<file path="config.mk">
export PLATFORM = sky130hd
export DESIGN_NAME = psag_top
export DESIGN_NICKNAME = d
export VERILOG_FILES = /design/src/rtl/psag_pkg.sv /design/src/rtl/psag_lane.sv /design/src/rtl/psag_top.sv
export SDC_FILE = /design/constraint.sdc
export NUM_CORES = 1
export LEC_CHECK = 0
export ABC_AREA = 1
export BUFFER_PORTS_ARGS = -buffer_cell sky130_fd_sc_hd__buf_2
export CAP_MARGIN = 20
export CORE_MARGIN = 2
export CORE_UTILIZATION = 52
export CTS_BUF_LIST = sky130_fd_sc_hd__clkbuf_8
export CTS_CLUSTER_SIZE = 20
export DETAILED_ROUTE_END_ITERATION = 10
export HOLD_SLACK_MARGIN = 0.08
export PLACE_DENSITY = 0.88
export SETUP_SLACK_MARGIN = 0.15
export SLEW_MARGIN = 20
export SYNTH_ARGS = -nofsm -noshare
export SYNTH_HDL_FRONTEND = slang
export SYNTH_SLANG_ARGS = --single-unit
</file>
<file path="constraint.sdc">
create_clock -name sys_clk_in -period 2.2 [get_ports sys_clk_in]
set_input_delay 0 -clock sys_clk_in [delete_from_list [all_inputs] [get_ports sys_clk_in]]
set_output_delay 0 -clock sys_clk_in [all_outputs]
set_load 0.01 [all_outputs]
</file>
<file path="src/rtl/psag_pkg.sv">
/*
 Shared constants for the program space address generator.
 Assumes a 24-bit program word space and a 16-bit data space.
*/
package psag_pkg;
    localparam int PSAG_PADDR_W   = 24;
    localparam int PSAG_PWORD_W   = 24;
    localparam int PSAG_DWORD_W   = 16;
    localparam int PSAG_PAGE_W    = 8;
    localparam int PSAG_PAGE_MSB  = 7;
    localparam int PSAG_EA_W      = 16;
    localparam int PSAG_PC_HI     = 22;
    localparam int PSAG_PC_LO     = 1;
    localparam logic [7:0] PSAG_PAGE_RST = 8'h00;
    localparam logic [23:0] PSAG_ADDR_RST = 24'h000000;
    // Window base in data space: top half of the 16-bit data space
    localparam logic [15:0] PSAG_WIN_BASE = 16'h8000;
    localparam int PSAG_WIN_BIT   = 15;

    typedef enum logic [3:0] {
        PSAG_IDLE  = 4'b0001,
        PSAG_FETCH = 4'b0010,
        PSAG_TABLE = 4'b0100,
        PSAG_WIN   = 4'b1000
    } psag_src_type;
endpackage

</file>
<file path="src/rtl/psag_lane.sv">
/*
 Byte lane selector for table reads of a 24-bit program word.
 Assumes the caller registers the result.
*/
`timescale 1ns/1ps
module psag_lane
#(
    parameter int WORD_W = 24
)
(
    // Word and selection
    input  wire logic [WORD_W-1:0] word_in,
    input  wire logic              upper_in,
    input  wire logic              byte_in,
    input  wire logic              hi_byte_in,
    // Result
    output logic [15:0]            data_out
);
    logic [15:0] lo_word;
    logic [7:0]  up_byte;
    logic [7:0]  sel_byte;

    assign lo_word  = word_in[15:0];
    assign up_byte  = word_in[WORD_W-1:16];
    assign sel_byte = upper_in ? up_byte
                    : (hi_byte_in ? lo_word[15:8] : lo_word[7:0]);

    always_comb
    begin
        if (byte_in)
            data_out = {8'h00, sel_byte};
        else if (upper_in)
            data_out = {8'h00, up_byte};
        else
            data_out = lo_word;
    end
endmodule

</file>
<file path="src/rtl/psag_top.sv">
/*
 Program space address generator: forms program memory addresses for
 fetches, table reads/writes and the read-only data space window.
 Assumes the core holds a request for one cycle and that program
 memory returns read data combinationally in the same cycle.
*/
`timescale 1ns/1ps
import psag_pkg::*;
// Operation
// Program words are 24 bits wide and data words 16 bits wide.
// Table operations reach any byte or word of any program word.
// A data space window reads program memory and never writes it.
// The window returns only the low 16 bits of a program word.
// Fetch address is {0, pc[22:1], 0}.
// Table address is {table page, data effective address}.
// Table page MSB clear selects user space, set selects config.
module psag_top
(
    // Clock and reset
    input  wire logic                        sys_clk_in,
    input  wire logic                        rst_n_in,
    // Fetch request
    input  wire logic                        fetch_req_in,
    input  wire logic [psag_pkg::PSAG_PADDR_W-1:0] pc_in,
    // Table page load
    input  wire logic                        page_we_in,
    input  wire logic [psag_pkg::PSAG_PAGE_W-1:0]  page_wdata_in,
    // Table access
    input  wire logic                        table_read_op_in,
    input  wire logic                        table_write_op_in,
    input  wire logic                        tbl_upper_in,
    input  wire logic                        tbl_byte_in,
    input  wire logic [psag_pkg::PSAG_EA_W-1:0]    ea_in,
    input  wire logic [psag_pkg::PSAG_DWORD_W-1:0] tbl_wdata_in,
    // Data space window access
    input  wire logic                        win_rd_in,
    input  wire logic                        win_wr_in,
    input  wire logic [psag_pkg::PSAG_PAGE_W-1:0]  win_page_in,
    // Program memory side
    input  wire logic [psag_pkg::PSAG_PWORD_W-1:0] pmem_rdata_in,
    output logic [psag_pkg::PSAG_PADDR_W-1:0]      pmem_addr_out,
    output logic                             pmem_rd_out,
    output logic                             pmem_wr_out,
    output logic [psag_pkg::PSAG_PWORD_W-1:0]      pmem_wdata_out,
    output logic [2:0]                       pmem_lane_out,
    output logic                             pmem_cfg_out,
    // Core side results
    output logic [psag_pkg::PSAG_PAGE_W-1:0]       table_page_select_out,
    output logic [psag_pkg::PSAG_PWORD_W-1:0]      fetch_data_out,
    output logic [psag_pkg::PSAG_DWORD_W-1:0]      rdata_out,
    output logic                             rvalid_out,
    output logic                             fetch_valid_out
);
    import psag_pkg::*;

    logic [PSAG_PAGE_W-1:0]  table_page_select;
    logic [PSAG_PADDR_W-1:0] next_addr;
    logic                    next_rd;
    logic                    next_wr;
    logic [2:0]              next_lane;
    psag_src_type            next_src;
    psag_src_type            src;
    logic                    tbl_upper_q;
    logic                    tbl_byte_q;
    logic                    hi_byte_q;
    logic [15:0]             lane_data;

    assign table_page_select_out = table_page_select;

    // Page register
    always_ff @(posedge sys_clk_in or negedge rst_n_in)
    begin
        if (!rst_n_in)
            table_page_select <= PSAG_PAGE_RST;
        else if (page_we_in)
            table_page_select <= page_wdata_in;
    end

    // Source priority: fetch, then table, then window
    always_comb
    begin
        next_addr = PSAG_ADDR_RST;
        next_rd   = 1'b0;
        next_wr   = 1'b0;
        next_lane = 3'b000;
        next_src  = PSAG_IDLE;
        if (fetch_req_in)
        begin
            next_addr = {1'b0, pc_in[PSAG_PC_HI:PSAG_PC_LO], 1'b0};
            next_rd   = 1'b1;
            next_lane = 3'b111;
            next_src  = PSAG_FETCH;
        end
        else if (table_read_op_in || table_write_op_in)
        begin
            next_addr = {table_page_select, ea_in};
            next_rd   = table_read_op_in;
            next_wr   = table_write_op_in && !table_read_op_in;
            // Byte lanes of the 24-bit word R02
            if (tbl_upper_in)
                next_lane = 3'b100;
            else if (tbl_byte_in)
                next_lane = ea_in[0] ? 3'b010 : 3'b001;
            else
                next_lane = 3'b011;
            next_src  = PSAG_TABLE;
        end
        else if (win_rd_in)
        begin
            // Window maps the low 15 EA bits under a page R03
            next_addr = {win_page_in, 1'b0,
                         ea_in[PSAG_WIN_BIT-1:0]};
            next_rd   = 1'b1;
            next_lane = 3'b011;
            next_src  = PSAG_WIN;
        end
        // Window writes fall through: nothing reaches memory R03
    end

    always_ff @(posedge sys_clk_in or negedge rst_n_in)
    begin
        if (!rst_n_in)
        begin
            pmem_addr_out  <= PSAG_ADDR_RST;
            pmem_rd_out    <= 1'b0;
            pmem_wr_out    <= 1'b0;
            pmem_lane_out  <= 3'b000;
            pmem_cfg_out   <= 1'b0;
            pmem_wdata_out <= '0;
            src            <= PSAG_IDLE;
            tbl_upper_q    <= 1'b0;
            tbl_byte_q     <= 1'b0;
            hi_byte_q      <= 1'b0;
        end
        else
        begin
            pmem_addr_out  <= next_addr;
            pmem_rd_out    <= next_rd;
            pmem_wr_out    <= next_wr;
            pmem_lane_out  <= next_lane;
            // Config space only for table accesses R07
            pmem_cfg_out   <= (next_src == PSAG_TABLE) &&
                              table_page_select[PSAG_PAGE_MSB];
            // Upper byte write uses low byte of the data word R02
            pmem_wdata_out <= tbl_upper_in
                            ? {tbl_wdata_in[7:0], 16'h0000}
                            : {8'h00, tbl_wdata_in};
            src            <= next_src;
            tbl_upper_q    <= tbl_upper_in;
            tbl_byte_q     <= tbl_byte_in;
            hi_byte_q      <= ea_in[0];
        end
    end

    psag_lane #(.WORD_W(PSAG_PWORD_W)) u_lane
    (
        .word_in    (pmem_rdata_in),
        .upper_in   (tbl_upper_q && src == PSAG_TABLE),
        .byte_in    (tbl_byte_q && src == PSAG_TABLE),
        .hi_byte_in (hi_byte_q),
        .data_out   (lane_data)
    );

    // Results register one cycle after the memory cycle
    always_ff @(posedge sys_clk_in or negedge rst_n_in)
    begin
        if (!rst_n_in)
        begin
            rdata_out       <= '0;
            rvalid_out      <= 1'b0;
            fetch_data_out  <= '0;
            fetch_valid_out <= 1'b0;
        end
        else
        begin
            rvalid_out      <= pmem_rd_out && src != PSAG_FETCH;
            fetch_valid_out <= pmem_rd_out && src == PSAG_FETCH;
            if (pmem_rd_out && src == PSAG_FETCH)
                fetch_data_out <= pmem_rdata_in;
            if (pmem_rd_out && src != PSAG_FETCH)
                rdata_out <= lane_data;
        end
    end

    property p_fetch_addr;
        @(posedge sys_clk_in) disable iff (!rst_n_in)
        fetch_req_in |=> pmem_addr_out ==
            {1'b0, $past(pc_in[22:1]), 1'b0} && pmem_rd_out;
    endproperty
    a_fetch_addr: assert property (p_fetch_addr)
        else $error("fetch address malformed");

    property p_tbl_addr;
        @(posedge sys_clk_in) disable iff (!rst_n_in)
        !fetch_req_in && table_read_op_in |=>
            pmem_addr_out == {$past(table_page_select), $past(ea_in)};
    endproperty
    a_tbl_addr: assert property (p_tbl_addr)
        else $error("table address malformed");

    // A lone window write must leave program memory untouched
    property p_win_nowr;
        @(posedge sys_clk_in) disable iff (!rst_n_in)
        win_wr_in && !fetch_req_in && !table_read_op_in
            && !table_write_op_in |=> !pmem_wr_out;
    endproperty
    a_win_nowr: assert property (p_win_nowr)
        else $error("window caused a write");

    property p_win_low;
        @(posedge sys_clk_in) disable iff (!rst_n_in)
        pmem_rd_out && src == PSAG_WIN |=>
            rvalid_out && rdata_out == $past(pmem_rdata_in[15:0]);
    endproperty
    a_win_low: assert property (p_win_low)
        else $error("window returned wrong word");

    property p_cfg;
        @(posedge sys_clk_in) disable iff (!rst_n_in)
        !fetch_req_in && (table_read_op_in || table_write_op_in)
            |=> pmem_cfg_out == $past(table_page_select[7]);
    endproperty
    a_cfg: assert property (p_cfg)
        else $error("config space select wrong");

    property p_fetch_data;
        @(posedge sys_clk_in) disable iff (!rst_n_in)
        fetch_req_in |=> ##1 fetch_valid_out &&
            fetch_data_out == $past(pmem_rdata_in);
    endproperty
    a_fetch_data: assert property (p_fetch_data)
        else $error("fetch word lost");

    property p_upper;
        @(posedge sys_clk_in) disable iff (!rst_n_in)
        pmem_rd_out && src == PSAG_TABLE && tbl_upper_q |=>
            rdata_out == {8'h00, $past(pmem_rdata_in[23:16])};
    endproperty
    a_upper: assert property (p_upper)
        else $error("upper byte read wrong");

    property p_upwr;
        @(posedge sys_clk_in) disable iff (!rst_n_in)
        !fetch_req_in && table_write_op_in && !table_read_op_in
            && tbl_upper_in |=> pmem_wr_out && pmem_lane_out == 3'b100;
    endproperty
    a_upwr: assert property (p_upwr)
        else $error("upper byte write lane wrong");

    c_fetch: cover property (@(posedge sys_clk_in) fetch_valid_out);
    c_tbl_wr: cover property (@(posedge sys_clk_in) pmem_wr_out);
    c_cfg: cover property (@(posedge sys_clk_in) pmem_cfg_out);
    c_win: cover property (@(posedge sys_clk_in)
        pmem_rd_out && src == PSAG_WIN);
endmodule

</file>
## Word level (Yosys, flattened, before mapping)

Index checks and enable logic that the tools add are counted.

| word-level totals | value |
|---|---|
| bits in registers | 111 |
| bits of input ports | 106 |
| output and inout bits | 104 |
| logic and storage cells | 49 |

| operators by class | value |
|---|---|
| equality and inequality tests | 4 |
| mux-type cells | 22 |
| reductions and logical operators | 8 |

Operators by type and width:

| operator | number |
|---|---|
| $mux W24 | 4 |
| $mux W16 | 2 |
| $mux W8 | 2 |
| $mux W4 | 3 |
| $mux W3 | 3 |
| $eq A4 B3 Y1 const B | 2 |
| $logic_and A1 B1 Y1 | 6 |
| $mux W2 | 3 |
| $mux W1 | 5 |
| $eq A4 B2 Y1 const B | 1 |
| $ne A4 B2 Y1 const B | 1 |
| $logic_not A1 Y1 | 1 |
| $logic_or A1 B1 Y1 | 1 |

## Depth between registers and ports, before layout

Gate-level depths: netlist (run 1).

| depth | value |
|---|---|
| depth in word-level cells | 5 |
| mapped depth | 7 |
| gate-level depth less buffers | 7 |

## Modules after synthesis

From an unflattened synthesis (run 1), not the netlist that was laid out.

| second synthesis, totals | value |
|---|---|
| cell total of the unflattened synthesis | 497 |
| area, all modules | 4553.1 µm² |

Modules (own cells, without submodules):

| module | instances | cells an instance | area each (µm²) | sequential area each (µm²) |
|---|---|---|---|---|
| psag_top | 1 | 426 | 4226.6 | 2778.9 |
| psag_lane | 1 | 71 | 326.6 | 0.0 |

## Least setup slack after synthesis (run 1)

No wires, ideal clock.

| timing path | value |
|---|---|
| path type | flip-flop to flip-flop |
| start point | register src[0] |
| end point | register rdata_out[5] (netlist name) |
| setup time | 0.121 ns |
| arrival | 1.154 ns |
| data required time | 2.079 ns |
| path slack | 0.925 ns |
| cell stages (with the launch flop) | 7 |
| buffers on the path | 1 |
| clock period less this slack | 1.275 ns |
| cells stage by stage | dfstp_2 nor2_4 a21oi_4 buf_2 o21ai_0 inv_1 a21oi_1 |

| on the way | value |
|---|---|
| cells in the longest elaborated chain, start to end | 4 |
| elaborated cells on any way between the ends | 8 |
| classes of those cells | 2 x eq/ne; 3 x mux; 3 x reduce/logical |

RTL lines:

| item | RTL line | source |
|---|---|---|
| from (decl) | psag_top.sv:62 | `psag_src_type src;` |
| from (signal assigned) | psag_top.sv:148 | `src <= next_src;` |
| $eq A4 B3 Y1 | psag_top.sv:158, psag_top.sv:159 |  |
| $logic_and A1 B1 Y1 | psag_top.sv:158 | `.upper_in (tbl_upper_q && src == PSAG_TABLE),` |
| $mux W16 or $mux W8 (tied branches) | psag_lane.sv:32, psag_lane.sv:25 |  |
| $mux W16 | psag_lane.sv:30 | `if (byte_in)` |
| to (signal assigned) | psag_top.sv:181 | `rdata_out <= lane_data;` |
| to (decl) | psag_top.sv:50 | `output logic [psag_pkg::PSAG_DWORD_W-1:0] rdata_out,` |

Several ways; a longest one is shown, not always the timed one.
A chain may end at the register's enable or synchronous reset.

## Final worst setup path (run 1)

| timing path | value |
|---|---|
| start point | input table_read_op_in |
| end point | register pmem_addr_out[15] (netlist name) |

| on the way | value |
|---|---|
| cells in the longest elaborated chain, start to end | 3 |

RTL lines:

| item | RTL line | source |
|---|---|---|
| from (decl) | psag_top.sv:29 | `input wire logic table_read_op_in,` |
| $logic_or A1 B1 Y1 | psag_top.sv:94 | `else if (table_read_op_in \|\| table_write_op_in)` |
| $mux W24 | psag_top.sv:94 |  |
| $mux W24 | psag_top.sv:87 | `if (fetch_req_in)` |
| named net next_addr[15] | psag_top.sv:57 | `logic [PSAG_PADDR_W-1:0] next_addr;` |
| to (signal assigned) | psag_top.sv:137 | `pmem_addr_out <= next_addr;` |
| to (decl) | psag_top.sv:41 | `output logic [psag_pkg::PSAG_PADDR_W-1:0] pmem_addr_out,` |

The timed path passes the listed nets, and every way through them passes these cells.

==> results of run 1 <==
[cell families (layout without fill, tap and decap cells)]
family / Yosys count / after routing / share of synthesized area, %
other: 0 / 1 / 0
and+or+nand+nor: 180 / 180 / 17.64
buffers and inverters: 105 / 437 / 9.997
AOI/OAI and AO/OA: 67 / 67 / 9.997
DFF: 111 / 111 / 62.37
[registers in the layout (all words and copies together), names as in the netlist]
name,flops
pmem_cfg_out,1
pmem_wdata_out,24
pmem_wr_out,1
rvalid_out,1
tbl_upper_q,1
tbl_byte_q,1
fetch_valid_out,1
src,4
hi_byte_q,1
table_page_select_out,8
pmem_lane_out,3
rdata_out,16
pmem_rd_out,1
pmem_addr_out,24
fetch_data_out,24
[worst max-delay path, stage by stage]
cell           delay (ns)
dlygate4sd3_1        0.56
buf_2                0.15
inv_1                0.07
nand2_1              0.13
nand2_1              0.31
inv_1                0.14
a22o_1               0.21
dlygate4sd3_1        0.56
[repair_timing]
| item | CTS | global route |
|---|---|---|
| hold buffers | 125 | 0 |
| endpoints found under the setup margin | 0 | 2 |
| resized for setup | 0 | 1 |
| endpoints found under the hold margin | 217 | 0 |
[metal layers]
metal	wire length [um]	global-route usage, %	part of all wire, %
met4	688	18.08	4.6
met3	1362	7.991	9.0
met5	0	0	0
met1	5098	35.16	34
met2	7916	59.20	53
[final cells by class]
cell class,instances,area [um2],share of cell area (%)
sequential,111,2779,39.53
timing repair buffer,336,2347,33.39
multi-input combinational,247,1234,17.55
inverter,85,319.1,4.539
clock buffer,11,151.4,2.154
tap,105,131.4,1.869
clock inverter,5,65.06,0.9256
antenna,1,2.502,0.03560
[path summary, 6_finish.rpt]
check	slack (ns)	startpoint	cells after the start	end
worst min-delay path	0.09	rst_n_in	2	fetch_data_out[3]$_DFFE_PN0P_
worst max-delay path	0.30	table_read_op_in	8	pmem_addr_out[15]$_DFF_PN0_
worst max register to register	0.51	src[3]$_DFF_PN0_	4	rdata_out[10]$_DFFE_PN0P_
min in group sys_clk_in	0.35	ea_in[0]	2	hi_byte_q$_DFF_PN0_
max in group asynchronous	1.39	rst_n_in	3	table_page_select_out[6]$_DFFE_PN0P_
worst min register to register	0.49	fetch_data_out[7]$_DFFE_PN0P_	1	fetch_data_out[7]$_DFFE_PN0P_
[power breakdown]
part	total (mW)	switching, mW	internal, mW
registers	2.36	0.112	2.25
logic	1.08	0.558	0.527
clock network	1.29	0.689	0.600
[through the flow]
step           hold WS (ns)  setup WS, ns
2_1_floorplan       -0.2956        0.9253
5_1_grt             0.09908        0.2215
6_report            0.09368        0.3024
3_3_place_gp       -0.07444        0.5985
4_1_cts             0.08705        0.3710
3_5_place_dp       -0.06940        0.5396
[layout by cell type, fill, tap and decap left out, types with 2 or more instances in the layout]
cell type / count
buf_2: 205
dlygate4sd3_1: 125
dfrtp_1: 110
nand2_1: 100
inv_1: 81
nor2_1: 37
nand3_1: 26
o21a_1: 24
o21ai_0: 16
clkbuf_8: 11
o22ai_1: 8
nand4_1: 8
o211ai_1: 7
a21oi_1: 7
inv_2: 4
nor2_4: 4
buf_4: 4
clkinv_4: 3
nand2_2: 2
buf_12: 2
==> results by group, run 1 <==
Die
  – Die area: 9325 um2
  – Die W: 96.57 um
  – Core area: 8258 um2
  – Starting Density: 53.95%
  – Chip height: 96.57 um
  – I/O pins: 210
  – Site Rows: 33

Critical path
  – CP endpoint kind: flop
  – CP required: 2.44 ns
  – CP arrival: 2.14 ns
  – Crit Path Class: in2reg
  – CP Launch Type: input port
  – Crit path max fanout: 10

Clock network
  – Clock buffer depth: 2
  – Postcts setup bufs: 0
  – Clock latency on the worst-skew pair: 0.36 ns
  – Clock-pin transition on the worst setup and hold timing paths: 0.11 ns
  – CTS tree: done
  – CTS root buf: clkbuf_8
  – Total CTS buffers: 9
  – H-tree lvl count: 3
  – CTS Sinks: 111

Power
  – Power density over cell area: 674.1 nW/um2
  – Leak: 3.803 nW
  – Power Total: 4.738 mW
  – Worst vdd ir: 0.4147 mV

Timing
  – Final setup viols: 0
  – RSZ-0062 raised after global routing: no
  – Max Fclk: 527.0 MHz
  – TNS Setup: 0 ns
  – Worst Clk Skew: 0.01177 ns
  – Tmin final: 1.898 ns
  – Worst-margin pin slew: 0.4888 ns
  – Final Hold Viols: 0
  – Max-slew violation count: 0
  – Tcrit/Tclk final: 86.26%
  – Rel. slew slack: 67.41%

Placement
  – Post-DP HPWL: 8366 um
  – Placed insts: 759
  – Area after DPL: 5557 um2
  – RePlAce Congestion: 0.8324
  – # port buffers: 206

Worst hold path
  – Worst hold path type: in2async

Synthesis
  – Synth cell count leaders: dfrtp_1, nand2_1, inv_1
  – Post-synthesis sequential area ratio: 62.37%
  – Syn Area/Cell: 9.623 um2
  – Leading area contributor after synthesis: dfrtp_1
  – Main flop type after synthesis: dfrtp_1
  – Area of the mapped netlist: 4456 um2
  – Mapped Nets: 569
  – Post-synth top area share: 61.78%
  – Top post-synthesis cells by area: dfrtp_1, nand2_1, inv_1, o21a_1, nor2_1
  – Synthesized flop and latch total: 111
  – Count leader, synth: dfrtp_1
  – EDFF count, synth: 0
  – Post-Synthesis Cells: 463
  – Cell variety after synth: 29
  – Yosys warnings: 0
  – Async S/R FF share, synth: 100.0%

Route
  – Via count: 4659
  – Final wirelength: 15070 um
  – Via/cell ratio: 5.171
  – Post-route ant nets: 0
  – First-iteration detailed-routing DRC count: 199
  – Drt wl/cell: 16.72 um
  – DRT Pass-1 Iters: 5
  – DRC viols: 0

GRT
  – Total track usage: 32.82%
  – First-pass GRT wire length: 22830 um
  – Grt ovf: 0
  – Vias in the first global route: 4868
  – Largest net degree at the start of global routing: 57
  – Initial antenna violation count: 0

Final layout
  – Share of cells above drive strength 1: 30.57%
  – Area grow syn2layout: 57.76%
  – Design Area, Final: 7029 um2
  – Filler Cell Count: 431
  – Post-layout util: 85.12%
  – Non-filler cells, final: 901
  – Nets: 896

Status
  – Run status: complete, no violations

Run
  – MaxCap Viol Count: 0
Power figures use the tool's default switching activity.
==> inputs of run 2 (changes only) <==
--- a/config.mk
+++ b/config.mk
@@ -19,4 +19,5 @@
 export SLEW_MARGIN = 20
 export SYNTH_ARGS = -nofsm -noshare
 export SYNTH_HDL_FRONTEND = slang
+export SYNTH_HIERARCHICAL = 1
 export SYNTH_SLANG_ARGS = --single-unit
==> results by group, run 2 <==
Status
  – Run status: complete, no violations

Clock network
  – Clock latency on the worst-skew pair: 0.38 ns (+0.02 ns)
  – CTS Sinks: 111 (unchanged)
  – Clock buffer depth: 2 (unchanged)
  – CTS root buf: clkbuf_8
  – CTS tree: done
  – H-tree lvl count: 3 (unchanged)
  – Postcts setup bufs: 0 (unchanged)
  – Clock-pin transition on the worst setup and hold timing paths: 0.11 ns (about the same)
  – Total CTS buffers: 9 (unchanged)

GRT
  – Vias in the first global route: 5231 (+7.5%)
  – Total track usage: 34.93% (+2.1 points)
  – First-pass GRT wire length: 26080 um (+14%)
  – Grt ovf: 0 (unchanged)
  – Initial antenna violation count: 1 (+1)
  – Largest net degree at the start of global routing: 112 (+96%)

Timing
  – Final WS setup: 0.2507 ns (-0.05172 ns)
  – RSZ-0062 raised after global routing: no
  – Max-slew violation count: 0 (unchanged)
  – TNS Setup: 0 ns (unchanged)
  – Worst Clk Skew: 0.01729 ns (+0.005511 ns)
  – Final setup viols: 0 (unchanged)
  – Rel. slew slack: 47.33% (-20 points)
  – Tmin final: 1.949 ns (+0.05172 ns)
  – Worst-margin pin slew: 0.7891 ns (+0.3003 ns)
  – Final Hold Viols: 0 (unchanged)
  – Tcrit/Tclk final: 88.61% (+2.4 points)
  – Max Fclk: 513.0 MHz (-2.7%)
  – Hold Slack: 0.2259 ns (+0.1322 ns)

Critical path
  – Crit Path Class: in2reg
  – CP Launch Type: input port
  – Worst Path Buf+Inv: 5 (unchanged)
  – CP max-delay cell: dlygate4sd3_1
  – CP required: 2.45 ns (about the same)
  – Crit-path max cell delay: 0.56 ns (about the same)
  – CP arrival: 2.20 ns (+0.06 ns)
  – CP endpoint kind: flop
  – Worst setup startpoint: fetch_req_in
  – Crit-path leading delay family: buffers and inverters
  – Cell breakdown of the critical path: dlygate4sd3_1 > buf_2 > buf_4 > nor2_1 > dlygate4sd3_1 > nand2_1 > dlygate4sd3_1
  – Critical Path Most Common Cell: dlygate4sd3_1
  – Origin of the critical flop-to-flop path: src[3]$_DFF_PN0_
  – Crit path max fanout: 29 (+19)

Route
  – Final wirelength: 16390 um (+8.8%)
  – DRC viols: 0 (unchanged)
  – Via/cell ratio: 5.375 (+3.9%)
  – Drt wl/cell: 17.76 um (+6.2%)
  – Post-route ant nets: 0 (unchanged)
  – Via count: 4961 (+6.5%)
  – First-iteration detailed-routing DRC count: 258 (+30%)
  – DRT Pass-1 Iters: 5 (unchanged)

Power
  – Power Total: 5.019 mW (+5.9%)
  – Leak: 3.977 nW (+4.6%)
  – Worst vdd ir: 0.4025 mV (-3.0%)
  – Power density over cell area: 709.6 nW/um2 (+5.3%)

Synthesis
  – Cell variety after synth: 22 (-24%)
  – EDFF count, synth: 0 (unchanged)
  – Mapped Nets: 603 (+6.0%)
  – Top post-synthesis cells by area: dfrtp_1, nand2_1, nand3_1, nand4_1, inv_1
  – Count leader, synth: nand2_1
  – Async S/R FF share, synth: 100.0% (unchanged)
  – Main flop type after synthesis: dfrtp_1
  – Area of the mapped netlist: 4553 um2 (+2.2%)
  – Post-Synthesis Cells: 497 (+7.3%)
  – Post-synth top area share: 60.46% (-1.3 points)
  – Synthesized flop and latch total: 111 (unchanged)
  – Synth cell count leaders: nand2_1, dfrtp_1, nand3_1
  – Leading area contributor after synthesis: dfrtp_1
  – Yosys warnings: 6 (+6)
  – Syn Area/Cell: 9.161 um2 (-4.8%)
  – Post-synthesis sequential area ratio: 61.03% (-1.3 points)

Final layout
  – Nets: 915 (+2.1%)
  – Top flop regs: fetch_data_out: 24 flops, pmem_addr_out: 24 flops, pmem_wdata_out: 24 flops
  – Share of cells above drive strength 1: 31.08% (+0.52 points)
  – Post-layout util: 82.31% (-2.8 points)
  – Commonest non-fill, non-tap cells in the layout: buf_2, nand2_1, dlygate4sd3_1
  – Commonest non-fill, non-tap cell in the layout: buf_2
  – Non-filler cells, final: 923 (+2.4%)
  – Design Area, Final: 7073 um2 (+0.62%)
  – Area grow syn2layout: 55.34%

Die
  – Site Rows: 34 (+3.0%)
  – Core area: 8593 um2 (+4.1%)
  – Chip height: 97.58 um (+1.0%)
  – Die W: 97.58 um (+1.0%)
  – Die area: 9521 um2 (+2.1%)
  – I/O pins: 210 (unchanged)
  – Starting Density: 52.98% (-0.97 points)

Placement
  – # port buffers: 206 (unchanged)
  – Placed insts: 788 (+3.8%)
  – Post-DP HPWL: 8767 um (+4.8%)
  – DP Worst Slack: 0.4272 ns (-0.1124 ns)
  – Area after DPL: 5623 um2 (+1.2%)
  – RePlAce Congestion: 0.9116 (+9.5%)

Worst hold path
  – Worst hold path type: in2async

Run
  – MaxCap Viol Count: 0 (unchanged)
-- run 2: cell types whose count changed in the layout (fill, tap and decap cells not counted), moves of 3 or more --
cell,previous run,this run
nor2_1,37,22
nand3_1,26,55
o22ai_1,8,0
o211ai_1,7,0
a21oi_1,7,2
inv_1,81,51
nor2_2,0,10
dlygate4sd3_1,125,118
o21ai_0,16,1
o21a_1,24,0
mux2_2,0,8
inv_2,4,1
nand4_1,8,31
nand2_1,100,169
-- run 2: worst register-to-register path, cell delays in order (launching register included) --
cell and delay, ns:
dfrtp_1 0.40, nor2_4 0.09, nand3_1 0.08, nor2_1 0.44
nand2_1 0.30, nand2_1 0.13, nand3_1 0.09, nand2_1 0.07
nand3_1 0.07, nand2_1 0.09
-- run 2: timing repair --
item | 4_1_cts | 5_1_grt
hold buffers | 118 | 0
hold endpoints to repair | 216 | 0
gates resized for setup | 0 | 0
-- run 2: routing by layer --
metal	vias up	global-route usage, %	part of all wire [%]
met3	99	8.273	9.1
met5	-	0	0
li1	2180	-	-
met4	0	19.98	5.6
met2	363	60.42	51
met1	2319	39.47	34
-- run 2: kinds of logic after synthesis --
family | synth area share [%]
flip-flops | 61.03
multiplexers | 1.979
AND/OR/NAND/NOR | 28.94
buffers and inverters | 7.722
AO/OA/AOI/OAI | 0.3297
-- run 2: final timing paths --
path,to,slack (ns),cells past startpoint
setup / recovery,pmem_rd_out$_DFF_PN0_,0.25,7
hold / removal,fetch_data_out[11]$_DFFE_PN0P_,0.23,3
setup reg to reg,rdata_out[5]$_DFFE_PN0P_,0.39,9
hold reg to reg,fetch_data_out[12]$_DFFE_PN0P_,0.48,2
max in group asynchronous,pmem_addr_out[21]$_DFF_PN0_,1.52,3
min in group sys_clk_in,pmem_lane_out[1]$_DFF_PN0_,0.26,4
-- run 2: final cells by class --
cell class	instances	area [um2]
inverter	52	195.2
clock inverter	7	142.6
multi-input combinational	305	1423
fill	489	1520
sequential	111	2779
timing repair buffer	330	2272
tap	108	135.1
clock buffer	9	123.9
antenna	1	2.502
-- run 2: power breakdown --
part	internal, mW	switching, mW	leakage, nW
sequential	2.25	0.122	1.36
combinational	0.507	0.599	2.48
clock	0.785	0.751	0.131
total	3.55	1.47	3.98
==> inputs of run 3 (changes only) <==
==> constraint.sdc (replaced) <==
create_clock -name sys_clk_in -period 2.2 [get_ports sys_clk_in]
set_input_delay 0.11 -clock sys_clk_in [delete_from_list [all_inputs] [get_ports sys_clk_in]]
set_output_delay 0.11 -clock sys_clk_in [all_outputs]
set_load 0.01 [all_outputs]
==> results by group, run 3 (synthesis gave the netlist of run 2 again) <==
Timing
  – Final setup viols: 0 (unchanged)
  – Tcrit/Tclk final: 94.33% (+5.7 points)
  – Worst Clk Skew: 0.01539 ns (-0.001891 ns)
  – TNS Setup: 0 ns (unchanged)
  – Worst-margin pin slew: 0.7513 ns (-0.03786 ns)
  – Max Fclk: 481.9 MHz (-6.1%)
  – Rel. slew slack: 49.86% (+2.5 points)
  – Max-slew violation count: 0 (unchanged)
  – RSZ-0062 raised after global routing: yes
  – Tmin final: 2.075 ns (+0.1260 ns)
  – Final Hold Viols: 0 (unchanged)

GRT
  – First-pass GRT wire length: 24750 um (-5.1%)
  – Grt ovf: 0 (unchanged)
  – Initial antenna violation count: 1 (unchanged)
  – Total track usage: 33.20% (-1.7 points)
  – Largest net degree at the start of global routing: 45 (-60%)
  – Vias in the first global route: 4966 (-5.1%)

Die
  – Die area: 9521 um2 (unchanged)
  – I/O pins: 210 (unchanged)
  – Die W: 97.58 um (unchanged)
  – Site Rows: 34 (unchanged)
  – Chip height: 97.58 um (unchanged)
  – Core area: 8593 um2 (unchanged)
  – Starting Density: 52.98% (unchanged)

Clock network
  – Total CTS buffers: 9 (unchanged)
  – CTS root buf: clkbuf_8
  – CTS Sinks: 111 (unchanged)
  – Clock-pin transition on the worst setup and hold timing paths: 0.11 ns (about the same)
  – H-tree lvl count: 3 (unchanged)
  – Clock buffer depth: 2 (unchanged)
  – Clock latency on the worst-skew pair: 0.37 ns (about the same)
  – Postcts setup bufs: 0 (unchanged)
  – CTS tree: done

Critical path
  – Flop2flop setup slack: 0.50 ns (+0.11 ns)
  – Crit Path Class: in2reg
  – CP endpoint kind: flop
  – CP Launch Type: input port
  – Worst R2R Path Depth: 5 (-4)
  – CP required: 2.51 ns (+0.06 ns)
  – Worst setup startpoint: fetch_req_in
  – Origin of the critical flop-to-flop path: src[3]$_DFF_PN0_
  – Crit path max fanout: 23 (-21%)
  – CP arrival: 2.38 ns (+0.18 ns)

Power
  – Sequential group share of total power: 50.2% (+2.8 points)
  – Gate power share: 22.5% (+0.5 points)
  – Leak: 3.888 nW (-2.2%)
  – Power Total: 4.723 mW (-5.9%)
  – Psw: 1.436 mW (-2.5%)
  – Power density over cell area: 689.4 nW/um2 (-2.9%)
  – Internal power: 3.287 mW (-7.3%)
  – Clk pwr share: 27.3% (-3.3 points)
  – Worst vdd ir: 0.4431 mV (+10%)
  – Switching share of power: 30.41% (+1.1 points)

Status
  – Run status: complete, no violations

Route
  – Via/cell ratio: 5.215 (-3.0%)
  – DRC viols: 0 (unchanged)
  – DRT Pass-1 Iters: 5 (unchanged)
  – Via count: 4725 (-4.8%)
  – First-iteration detailed-routing DRC count: 175 (-32%)
  – Post-route ant nets: 0 (unchanged)
  – Final wirelength: 15530 um (-5.3%)
  – Drt wl/cell: 17.14 um (-3.5%)

Placement
  – RePlAce Congestion: 0.9047 (-0.76%)
  – # port buffers: 206 (unchanged)
  – Post-DP HPWL: 8769 um (about the same)

Worst hold path
  – Hold_sp: tbl_upper_in
  – WHS Path Cells: 1
  – Worst hold path type: in2reg

Final layout
  – Commonest non-fill, non-tap cell in the layout: buf_2
  – Area grow syn2layout: 50.48%
  – Top flop regs: fetch_data_out: 24 flops, pmem_addr_out: 24 flops, pmem_wdata_out: 24 flops
  – Nets: 898 (-1.9%)
  – Share of cells above drive strength 1: 31.99% (+0.91 points)
  – Commonest non-fill, non-tap cells in the layout: buf_2, nand2_1, dfrtp_1
  – Post-layout util: 79.73% (-2.6 points)

Run
  – MaxCap Viol Count: 0 (unchanged)
==> run 3: path summary, 6_finish.rpt <==
kind,endpoint
max,pmem_addr_out[8]$_DFF_PN0_
min,tbl_upper_q$_DFF_PN0_
max reg2reg,fetch_data_out[19]$_DFFE_PN0P_
min reg2reg,fetch_data_out[23]$_DFFE_PN0P_
max in group asynchronous,pmem_wdata_out[12]$_DFF_PN0_
min in group asynchronous,fetch_data_out[13]$_DFFE_PN0P_
==> run 3: critical path: stages <==
cell,delay (ns)
dlygate4sd3_1,0.53
buf_2,0.21
inv_1,0.58
nand3_1,0.21
nand2_1,0.14
dlygate4sd3_1,0.58
==> run 3: per-stage QoR <==
stage | worst slack [ns] | instances | cell area (um2) | hold slack, ns
after floorplan | 0.7248 | 497 | 4553 | -0.1856
after global placement | 0.4946 | 789 | 5630 | 0.1293
after detailed placement | 0.3406 | 789 | 5630 | 0.1313
after CTS | 0.2868 | 905 | 6847 | 0.08814
after global routing | 0.05179 | 906 | 6852 | 0.1232
final | 0.1247 | 906 | 6852 | 0.1017
==> run 3: layout make-up <==
type	instances	area (um2)
timing repair buffer	313	2100
tap	108	135.1
clock buffer	9	123.9
sequential	111	2779
inverter	52	195.2
multi-input combinational	305	1425
clock inverter	7	91.34
antenna	1	2.502
fill	507	1742
==> run 3: timing repair <==
item | 4_1_cts | 5_1_grt
endpoints found under the setup margin | 0 | 13
resized for setup | 0 | 1
hold endpoints to repair | 129 | 0
hold buffers | 100 | 0
==> run 3: power groups by stage <==
stage          Sequential, mW  Combinational, mW  Clock [mW]
3_5_place_dp             2.40              0.866           0
3_3_place_gp             2.39              0.838           0
6_report                 2.37               1.06        1.29
2_1_floorplan            2.50              0.321           0
4_1_cts                  2.36               1.02        1.30
5_1_grt                  2.39               1.16        1.39
==> run 3: routing by layer <==
layer | share of wire (%) | vias up | global-route usage (%) | routed length, um
met5 | 0 | - | 0 | 0
met4 | 4.9 | 0 | 16.24 | 757
met3 | 8.0 | 68 | 8.705 | 1245
met2 | 52 | 254 | 58.14 | 8111
met1 | 35 | 2256 | 37.55 | 5412
li1 | - | 2147 | - | -
